==> src/shared/adcci_pkg.sv <==
// Constants and types shared by the converter command interpreter.
package adcci_pkg;

    // ------------------------------------------------------------------
    // Command codes, compared after masking out the don't-care bits.
    // ------------------------------------------------------------------
    localparam logic [7:0] CMD_MASK       = 8'hcf;
    localparam logic [7:0] CMD_EXIT       = 8'h00;
    localparam logic [7:0] CMD_SUBSET     = 8'hc4;
    localparam logic [7:0] CMD_SINGLE     = 8'hc6;
    localparam logic [7:0] CMD_SHORT      = 8'hc7;
    localparam logic [7:0] CMD_READ_ACQ   = 8'hc8;
    localparam logic [7:0] CMD_ACQ_READ   = 8'hc9;
    localparam logic [7:0] CMD_VREF       = 8'hca;
    localparam logic [7:0] CMD_FIRST      = 8'hcb;
    localparam logic [7:0] CMD_FIRST_READ = 8'hcd;
    localparam logic [7:0] CMD_CMP        = 8'hce;

    // ------------------------------------------------------------------
    // Field positions.
    // ------------------------------------------------------------------
    localparam int SHORT_LSB      = 4;
    localparam int SHORT_MSB      = 5;
    localparam int SINGLE_LSB     = 2;
    localparam int SINGLE_MSB     = 5;
    localparam int MASK_LO_MSB    = 6;
    localparam int MASK_HI_MSB    = 4;
    localparam int RES_LO_MSB     = 7;
    localparam int RES_HI_LSB     = 8;
    localparam int RES_MSB        = 9;
    localparam int NUM_CHAN       = 13;

    // ------------------------------------------------------------------
    // Reset values and limits.
    // ------------------------------------------------------------------
    localparam logic [5:0]  RET_MAX     = 6'h2c;
    localparam logic [7:0]  VREF_RESET  = 8'h00;
    localparam logic [12:0] MASK_RESET  = 13'h0000;

    typedef enum logic [10:0] {
        S_FETCH = 11'h001,
        S_ARG1  = 11'h002,
        S_ARG2  = 11'h004,
        S_ADV   = 11'h008,
        S_PICK  = 11'h010,
        S_CONV  = 11'h020,
        S_WAIT  = 11'h040,
        S_LO    = 11'h080,
        S_HI    = 11'h100,
        S_CMP   = 11'h200,
        S_SEND  = 11'h400
    } adcci_state_t;

endpackage : adcci_pkg

==> src/design/adcci_top.sv <==
// Byte-coded interpreter for converter and comparator readout commands.
// What this block does
// - Subset read takes two channel mask bytes.
// - Convert each selected channel, append two bytes.
// - Second result byte top bits carry comparators.
// - Single read: channel in bits five to two.
// - Short read: channels zero to three, inline.
// - Advance chain, then convert and return.
// - Convert current chain channel, then advance.
// - Restart chain at first, membership kept.
// - Restart chain, then convert and return first.
// - Comparator read appends one byte, top bits.
// - Reference command copies next byte to register.
// - Zero command halts and sends return data.
// - End of program halts and sends data.
// - Return packet never exceeds 44 bytes.
// - Result low byte, then bits nine, eight.
// - First comparator bit six, second bit seven.
`timescale 1ns/1ps

module adcci_top (
    // Clock and reset.
    input  wire logic        core_clk,
    input  wire logic        rst,
    // Program byte stream.
    input  wire logic        prog_valid,
    input  wire logic [7:0]  prog_data,
    input  wire logic        prog_last,
    output logic             prog_ready,
    // Return byte stream.
    output logic             ret_valid,
    output logic [7:0]       ret_data,
    input  wire logic        ret_ready,
    output logic             ret_send,
    output logic [5:0]       ret_count,
    output logic             ret_overflow,
    // Converter.
    output logic             conv_start,
    output logic [3:0]       conv_chan,
    input  wire logic        conv_done,
    input  wire logic [9:0]  conv_result,
    // Acquisition chain.
    output logic             chain_advance,
    output logic             chain_restart,
    input  wire logic [3:0]  chain_chan,
    // Comparator pins and reference control.
    input  wire logic [1:0]  cmp_pin,
    output logic [7:0]       vref_ctrl,
    output logic             busy
);

    adcci_pkg::adcci_state_t state_r;
    adcci_pkg::adcci_state_t state_nxt;

    logic [1:0]  cmp_meta_r;
    logic [1:0]  cmp_r;
    logic [7:0]  cmd_r;
    logic [7:0]  arg1_r;
    logic [12:0] mask_r;
    logic [1:0]  res_hi_r;
    logic [7:0]  ret_data_r;
    logic [5:0]  ret_cnt_r;
    logic        ovf_r;
    logic [3:0]  conv_chan_r;
    logic [7:0]  vref_r;
    logic        last_r;
    logic        subset_r;
    logic        acq_after_r;
    logic        restart_r;
    logic        adv_conv_r;

    logic        take;
    logic        full;
    logic        emit_done;
    logic [7:0]  cmd_m;
    logic [7:0]  cmp_byte;
    logic [12:0] mask_new;
    logic [12:0] mask_clr;
    logic [12:0] mask_nc;
    logic        more;

    // ------------------------------------------------------------------
    // Lowest set channel of a mask.
    // ------------------------------------------------------------------
    function automatic logic [3:0] lowest(input logic [12:0] m);
        logic [3:0] idx;
        idx = 4'h0;
        for (int i = adcci_pkg::NUM_CHAN - 1; i >= 0; i--) begin
            if (m[i]) begin
                idx = 4'(i);
            end
        end
        return idx;
    endfunction : lowest

    // ------------------------------------------------------------------
    // Comparator synchroniser.
    // ------------------------------------------------------------------
    always_ff @(posedge core_clk) begin
        if (rst) begin
            cmp_meta_r <= 2'h0;
            cmp_r      <= 2'h0;
        end else begin
            cmp_meta_r <= cmp_pin;
            cmp_r      <= cmp_meta_r;
        end
    end

    // ------------------------------------------------------------------
    // Decode helpers.
    // ------------------------------------------------------------------
    assign prog_ready = (state_r == adcci_pkg::S_FETCH) ||
                        (state_r == adcci_pkg::S_ARG1)  ||
                        (state_r == adcci_pkg::S_ARG2);
    assign take       = prog_ready && prog_valid;
    assign cmd_m      = prog_data & adcci_pkg::CMD_MASK;
    assign full       = (ret_cnt_r == adcci_pkg::RET_MAX);
    assign ret_valid  = ((state_r == adcci_pkg::S_LO) ||
                         (state_r == adcci_pkg::S_HI) ||
                         (state_r == adcci_pkg::S_CMP)) && !full;
    assign emit_done  = ret_ready || full;
    // Comparator 1 in bit 6, comparator 2 in bit 7.
    assign cmp_byte   = {cmp_r[1], cmp_r[0], 6'h00};
    // Bit 7 of the first mask byte is reserved, so a subset read never runs channel 7.
    assign mask_new   = {prog_data[adcci_pkg::MASK_HI_MSB:0], 1'b0,
                         arg1_r[adcci_pkg::MASK_LO_MSB:0]};
    assign mask_nc    = mask_new & (mask_new - 13'h0001);
    assign mask_clr   = mask_r & (mask_r - 13'h0001);
    assign more       = subset_r && (mask_r != adcci_pkg::MASK_RESET);

    // ------------------------------------------------------------------
    // Sequencer.
    // ------------------------------------------------------------------
    always_comb begin
        state_nxt = state_r;
        unique case (state_r)
            adcci_pkg::S_FETCH: begin
                if (take) begin
                    state_nxt = prog_last ? adcci_pkg::S_SEND
                                          : adcci_pkg::S_FETCH;
                    unique case (cmd_m)
                        adcci_pkg::CMD_EXIT: begin
                            state_nxt = adcci_pkg::S_SEND;
                        end
                        adcci_pkg::CMD_SUBSET, adcci_pkg::CMD_SINGLE,
                        adcci_pkg::CMD_VREF: begin
                            if (!prog_last) begin
                                state_nxt = adcci_pkg::S_ARG1;
                            end
                        end
                        adcci_pkg::CMD_SHORT: begin
                            state_nxt = adcci_pkg::S_CONV;
                        end
                        adcci_pkg::CMD_READ_ACQ: begin
                            state_nxt = adcci_pkg::S_PICK;
                        end
                        adcci_pkg::CMD_ACQ_READ, adcci_pkg::CMD_FIRST,
                        adcci_pkg::CMD_FIRST_READ: begin
                            state_nxt = adcci_pkg::S_ADV;
                        end
                        adcci_pkg::CMD_CMP: begin
                            state_nxt = adcci_pkg::S_CMP;
                        end
                        default: begin
                        end
                    endcase
                end
            end
            adcci_pkg::S_ARG1: begin
                if (take) begin
                    if ((cmd_r & adcci_pkg::CMD_MASK) ==
                        adcci_pkg::CMD_SUBSET) begin
                        state_nxt = prog_last ? adcci_pkg::S_SEND
                                              : adcci_pkg::S_ARG2;
                    end else if ((cmd_r & adcci_pkg::CMD_MASK) ==
                                 adcci_pkg::CMD_SINGLE) begin
                        state_nxt = adcci_pkg::S_CONV;
                    end else begin
                        state_nxt = prog_last ? adcci_pkg::S_SEND
                                              : adcci_pkg::S_FETCH;
                    end
                end
            end
            adcci_pkg::S_ARG2: begin
                if (take) begin
                    if (mask_new != adcci_pkg::MASK_RESET) begin
                        state_nxt = adcci_pkg::S_CONV;
                    end else begin
                        state_nxt = prog_last ? adcci_pkg::S_SEND
                                              : adcci_pkg::S_FETCH;
                    end
                end
            end
            adcci_pkg::S_ADV: begin
                if (adv_conv_r) begin
                    state_nxt = adcci_pkg::S_PICK;
                end else begin
                    state_nxt = last_r ? adcci_pkg::S_SEND
                                       : adcci_pkg::S_FETCH;
                end
            end
            adcci_pkg::S_PICK: begin
                state_nxt = adcci_pkg::S_CONV;
            end
            adcci_pkg::S_CONV: begin
                state_nxt = adcci_pkg::S_WAIT;
            end
            adcci_pkg::S_WAIT: begin
                if (conv_done) begin
                    state_nxt = adcci_pkg::S_LO;
                end
            end
            adcci_pkg::S_LO: begin
                if (emit_done) begin
                    state_nxt = adcci_pkg::S_HI;
                end
            end
            adcci_pkg::S_HI: begin
                if (emit_done) begin
                    if (more) begin
                        state_nxt = adcci_pkg::S_CONV;
                    end else if (acq_after_r) begin
                        state_nxt = adcci_pkg::S_ADV;
                    end else begin
                        state_nxt = last_r ? adcci_pkg::S_SEND
                                           : adcci_pkg::S_FETCH;
                    end
                end
            end
            adcci_pkg::S_CMP: begin
                if (emit_done) begin
                    state_nxt = last_r ? adcci_pkg::S_SEND
                                       : adcci_pkg::S_FETCH;
                end
            end
            adcci_pkg::S_SEND: begin
                state_nxt = adcci_pkg::S_FETCH;
            end
        endcase
    end

    always_ff @(posedge core_clk) begin
        if (rst) begin
            state_r <= adcci_pkg::S_FETCH;
        end else begin
            state_r <= state_nxt;
        end
    end

    // ------------------------------------------------------------------
    // Command and argument capture.
    // ------------------------------------------------------------------
    always_ff @(posedge core_clk) begin
        if (rst) begin
            cmd_r       <= 8'h00;
            arg1_r      <= 8'h00;
            last_r      <= 1'b0;
            subset_r    <= 1'b0;
            acq_after_r <= 1'b0;
            restart_r   <= 1'b0;
            adv_conv_r  <= 1'b0;
            vref_r      <= adcci_pkg::VREF_RESET;
        end else if (state_r == adcci_pkg::S_SEND) begin
            last_r <= 1'b0;
        end else if (take) begin
            last_r <= prog_last;
            if (state_r == adcci_pkg::S_FETCH) begin
                cmd_r       <= prog_data;
                subset_r    <= (cmd_m == adcci_pkg::CMD_SUBSET);
                acq_after_r <= (cmd_m == adcci_pkg::CMD_READ_ACQ);
                restart_r   <= (cmd_m == adcci_pkg::CMD_FIRST) ||
                               (cmd_m == adcci_pkg::CMD_FIRST_READ);
                adv_conv_r  <= (cmd_m == adcci_pkg::CMD_ACQ_READ) ||
                               (cmd_m == adcci_pkg::CMD_FIRST_READ);
            end else if (state_r == adcci_pkg::S_ARG1) begin
                arg1_r <= prog_data;
                if ((cmd_r & adcci_pkg::CMD_MASK) == adcci_pkg::CMD_VREF) begin
                    vref_r <= prog_data;
                end
            end
        end else if (state_r == adcci_pkg::S_HI && emit_done) begin
            // Chain advance follows the readout exactly once.
            if (acq_after_r && !more) begin
                adv_conv_r <= 1'b0;
            end
        end
    end

    // ------------------------------------------------------------------
    // Channel selection and converter result.
    // ------------------------------------------------------------------
    always_ff @(posedge core_clk) begin
        if (rst) begin
            mask_r      <= adcci_pkg::MASK_RESET;
            conv_chan_r <= 4'h0;
            res_hi_r    <= 2'h0;
        end else if (take && state_r == adcci_pkg::S_FETCH &&
                     cmd_m == adcci_pkg::CMD_SHORT) begin
            conv_chan_r <= {2'h0, prog_data[adcci_pkg::SHORT_MSB:
                                            adcci_pkg::SHORT_LSB]};
        end else if (take && state_r == adcci_pkg::S_ARG1) begin
            conv_chan_r <= prog_data[adcci_pkg::SINGLE_MSB:
                                     adcci_pkg::SINGLE_LSB];
        end else if (take && state_r == adcci_pkg::S_ARG2) begin
            conv_chan_r <= lowest(mask_new);
            mask_r      <= mask_nc;
        end else if (state_r == adcci_pkg::S_HI && emit_done && more) begin
            conv_chan_r <= lowest(mask_r);
            mask_r      <= mask_clr;
        end else if (state_r == adcci_pkg::S_PICK) begin
            conv_chan_r <= chain_chan;
        end else if (state_r == adcci_pkg::S_WAIT && conv_done) begin
            res_hi_r <= conv_result[adcci_pkg::RES_MSB:adcci_pkg::RES_HI_LSB];
        end
    end

    // ------------------------------------------------------------------
    // Return data and byte count.
    // ------------------------------------------------------------------
    always_ff @(posedge core_clk) begin
        if (rst) begin
            ret_data_r <= 8'h00;
        end else if (state_r == adcci_pkg::S_WAIT && conv_done) begin
            ret_data_r <= conv_result[adcci_pkg::RES_LO_MSB:0];
        end else if (state_r == adcci_pkg::S_LO && emit_done) begin
            // Comparators overwrite the top of the high byte.
            ret_data_r <= cmp_byte | {6'h00, res_hi_r};
        end else if (take && state_r == adcci_pkg::S_FETCH &&
                     cmd_m == adcci_pkg::CMD_CMP) begin
            ret_data_r <= cmp_byte;
        end
    end

    // Bytes past the limit are dropped and flagged rather than stalling.
    always_ff @(posedge core_clk) begin
        if (rst || state_r == adcci_pkg::S_SEND) begin
            ret_cnt_r <= 6'h00;
            ovf_r     <= 1'b0;
        end else if (ret_valid && ret_ready) begin
            ret_cnt_r <= ret_cnt_r + 6'h01;
        end else if (full && (state_r == adcci_pkg::S_LO ||
                              state_r == adcci_pkg::S_HI ||
                              state_r == adcci_pkg::S_CMP)) begin
            ovf_r <= 1'b1;
        end
    end

    // ------------------------------------------------------------------
    // Outputs.
    // ------------------------------------------------------------------
    assign ret_data      = ret_data_r;
    assign ret_count     = ret_cnt_r;
    assign ret_overflow  = ovf_r;
    assign ret_send      = (state_r == adcci_pkg::S_SEND);
    assign conv_start    = (state_r == adcci_pkg::S_CONV);
    assign conv_chan     = conv_chan_r;
    assign chain_advance = (state_r == adcci_pkg::S_ADV) && !restart_r;
    assign chain_restart = (state_r == adcci_pkg::S_ADV) && restart_r;
    assign vref_ctrl     = vref_r;
    assign busy          = (state_r != adcci_pkg::S_FETCH);

endmodule : adcci_top

==> config.mk <==
export PLATFORM = sky130hd
export DESIGN_NAME = adcci_top
export DESIGN_NICKNAME = d
export VERILOG_FILES = /design/src/shared/adcci_pkg.sv /design/src/design/adcci_top.sv
export SDC_FILE = /design/constraint.sdc
export NUM_CORES = 1
export LEC_CHECK = 0
export BUFFER_PORTS_ARGS = -buffer_cell sky130_fd_sc_hd__buf_4
export CORE_MARGIN = 2
export CORE_UTILIZATION = 60
export CTS_BUF_LIST = sky130_fd_sc_hd__clkbuf_8 sky130_fd_sc_hd__clkbuf_16
export CTS_CLUSTER_DIAMETER = 120
export DETAILED_ROUTE_END_ITERATION = 6
export PLACE_DENSITY = 0.92
export SYNTH_ARGS = -nofsm -noshare
export SYNTH_HDL_FRONTEND = slang
export SYNTH_SLANG_ARGS = --single-unit
==> constraint.sdc <==
create_clock -name core_clk -period 3.2 [get_ports core_clk]
set_input_delay 0.16 -clock core_clk [delete_from_list [all_inputs] [get_ports core_clk]]
set_output_delay 0.16 -clock core_clk [all_outputs]
set_load 0.02 [all_outputs]
==> impl_metrics.csv <==
group,metric,value,unit
sta,hold_violations,0,
drt,first_iter_violations,563,
pwr,intPower,1.39,mW
sta,max_freq,0.389,GHz
cells_and_area,mostFrequentLayoutCells,"74 x nor2_1, 74 x dfxtp_1, 68 x buf_4",
drt,avgViaCountPerCell,6.53,
sta,setup_viol_count_final,0,
hold_path,min-delay-start,"cmp_pin[0]",
job,maxCapViolCount,0,
hold_path,min_path_cells,2,
global_routing,grt_pass1_wl,18600,um
drt,vias,4140,
worst_setup_path,reg2reg_depth,6,
floorplan,boundaryPins,64,
cells_and_area,post_route_cells_drive_above_1_share,18.1,%
worst_setup_path,crit_chain,"nor3b_1 -> nand4_1 -> or3_1 -> mux2_1 -> a21oi_1 -> a31oi_1",
logic_synthesis,yosysWarnings,0,
hold_path,min_path_type,"in2reg",
placed_design,io_buffers,63,
logic_synthesis,synth_top_area_share,36.7,%
cells_and_area,syn_to_final_growth,16.8,%
global_routing,overflow,0,
logic_synthesis,synth.largest_area_cell,"dfxtp_1",
sta,max_slew_margin,40.9,%
logic_synthesis,synthTopCellsByArea,"dfxtp_1 37%, nor2_1 6.9%, a21oi_1 5.6%, mux2i_1 4.2%, nand2_1 3.4%",
worst_setup_path,critPathArrivalTime,2.81,ns
floorplan,start_util,62.8,%
logic_synthesis,avgSynthCellArea,7.98,um^2
logic_synthesis,async_flop_share,0,%
pwr,clkPwrFrac,39.8,%
cts,clock_sinks,74,
worst_setup_path,r2r_start,"state_r[8]",
floorplan,core,6420,um^2
worst_setup_path,worst-endpoint-required,3.44,ns
pwr,swShare,28.9,%
cts,clk_latency,0.36,ns
pwr,power-per-cell-area,416,nW/um^2
worst_setup_path,cp_slowest_cell,"or3_1",
cts,postCtsSetupBuffers,0,
drt,drc_errors,0,
floorplan,die_h,86.0,um
pwr,p_sw,566,uW
sta,rsz0062_at_grt,"no",
logic_synthesis,syn_inst,505,
worst_setup_path,rrSetupSlack,0.63,ns
cells_and_area,antennaDiodeCount,0,
worst_setup_path,crit_family,"simple AND/OR/NAND/NOR gates",
drt,drt-pass1-iter-count,6,
logic_synthesis,netlist_area,4030,um^2
worst_setup_path,critPathKind,"reg2reg",
logic_synthesis,synthFlopType,"dfxtp_1",
pwr,p_leak,1.90,nW
worst_setup_path,cp.depth,6,
logic_synthesis,synth_edf_count,0,
floorplan,die_w,86.0,um
worst_setup_path,end_kind,"flop",
worst_setup_path,path_max_fanout,9,
run_status,outcome,"complete, no violations",
drt,ant_nets,0,
global_routing,grt_max_degree,66,
worst_setup_path,startpoint_type,"flop",
floorplan,row_count,29,
sta,setup-tns-final,0,ns
cts,clockBufferDepth,2,
sta,tightest_slew,0.864,ns
logic_synthesis,synth-seq-cells,74,
global_routing,grt_use_total,31.9,%
cts,cts.reportedPaths.clkPinSlew,0.09,ns
cts,root_buffer,"clkbuf_8",
global_routing,first_global_vias,3763,
logic_synthesis,ys_seq_area_share,36.7,%
cts,htreeDepth,3,
placed_design,gp_congestion,0.989,
sta,layout_min_cycle_time,2.57,ns
worst_setup_path,cp-startpoint,"state_r[8]",
placed_design,dp.final_hpwl,8250,um
global_routing,antenna_found_initial,0,
sta,fin_crit_sh,80.4,%
pwr,fin_total_pwr,1.96,mW
logic_synthesis,ys_types,64,
cts,post_cts_resized,0,
worst_setup_path,cpPeakStageDelay,0.59,ns
worst_setup_path,path_buf_inv,0,
pwr,sequentialPowerShare,48.7,%
cells_and_area,num-fill-cells,515,
cells_and_area,fin_nets,584,
cts,cts_hold_buf,0,
drt,wl_per_cell,18.4,um
cts,cts_inserted_buffers,9,
logic_synthesis,syn-num-nets,537,
drt,wl,11700,um
floorplan,die-area,7390,um^2
cts,cts_tree,"yes",
sta,skew,0.0147,ns
pwr,comb_power_share,11.5,%
pwr,ir_drop,0.377,mV
sta,drv_slew,0,
flip-flops by register name, summed over array words and instances (netlist names):
name          count
cmp_r             2
adv_conv_r        1
cmd_r             6
res_hi_r          2
subset_r          1
mask_r           12
restart_r         1
arg1_r            7
state_r          11
conv_chan         4
acq_after_r       1
ret_data          8
ret_count         6
last_r            1
cmp_meta_r        2
ret_overflow      1
vref_ctrl         8
per-layer routing:
layer  vias up  GRT usage [%]  routed length (um)
li1       1944              -                   -
met2       255           47.4                5270
met4         0           13.7                 275
met5         -              0                   0
met3        34           7.12                1270
met1      1907           44.5                4870
final timing paths:
kind / to
worst max register to register: conv_chan[2]
worst min register to register: cmp_r[1]
worst max-delay path: conv_chan[2]
worst min-delay path: cmp_meta_r[0]
per-stage QoR:
step                      hold slack, ns  area, um^2  setup slack (ns)  cells  util, %
after CTS                        0.00261        4710             0.701    634     73.3
after global placement             0.375        4500             0.746    618     70.1
after detailed placement           0.380        4500             0.718    618     70.1
after floorplan                    0.288        4030              1.01    505        -
final                             0.0129        4710             0.627    634     73.3
after global routing              0.0182        4710             0.511    634     73.3
synthesized netlist by cell type (all sizes together) (3+ instances only):
cell type and n:
or2 4, or3 5, xnor2 3, and2 4, nor2b 8, nor2 74
inv 18, nor3b 7, a22oi 8, o221ai 3, mux2i 17, nand2 37
buf 12, or4 9, and3 3, a31oi 7, a21oi 45, dfxtp 74
o211ai 14, o311ai 5, nor3 17, o22ai 3, nor4 14, nand4 9
o21ai 10, o31ai 3, xor2 6, a21o 4, nand3 22, clkbuf 20
mux2 3, nand3b 6
logic make-up after synthesis:
kind of cell	Yosys count	synth area share (%)
buffers and inverters	50	5.09
muxes	20	5.06
and+or+nand+nor	233	30.4
adders and majority gates	4	1.12
xor gates and xnor gates	9	1.96
DFF	74	36.7
AOI/OAI and AO/OA	115	19.6
power by group through the flow:
stage                     registers (mW)  logic, mW  clock network, mW
after global routing               0.953      0.243              0.818
after global placement             0.972      0.214                  0
after CTS                          0.951      0.219              0.780
after detailed placement           0.973      0.218                  0
final                              0.952      0.225              0.779
after floorplan                    0.964      0.145                  0
layout make-up:
class,instances,area [um^2],share of cell area [%]
Clock buffer,9,124,2.63
Clock inverter,7,82.6,1.75
Inverter,18,67.6,1.44
Multi-Input combinational cell,381,2340,49.8
Sequential cell,74,1480,31.5
Tap cell,77,96.3,2.05
Timing Repair Buffer,68,510,10.8
No activity file was read; power rests on OpenSTA's default activity.
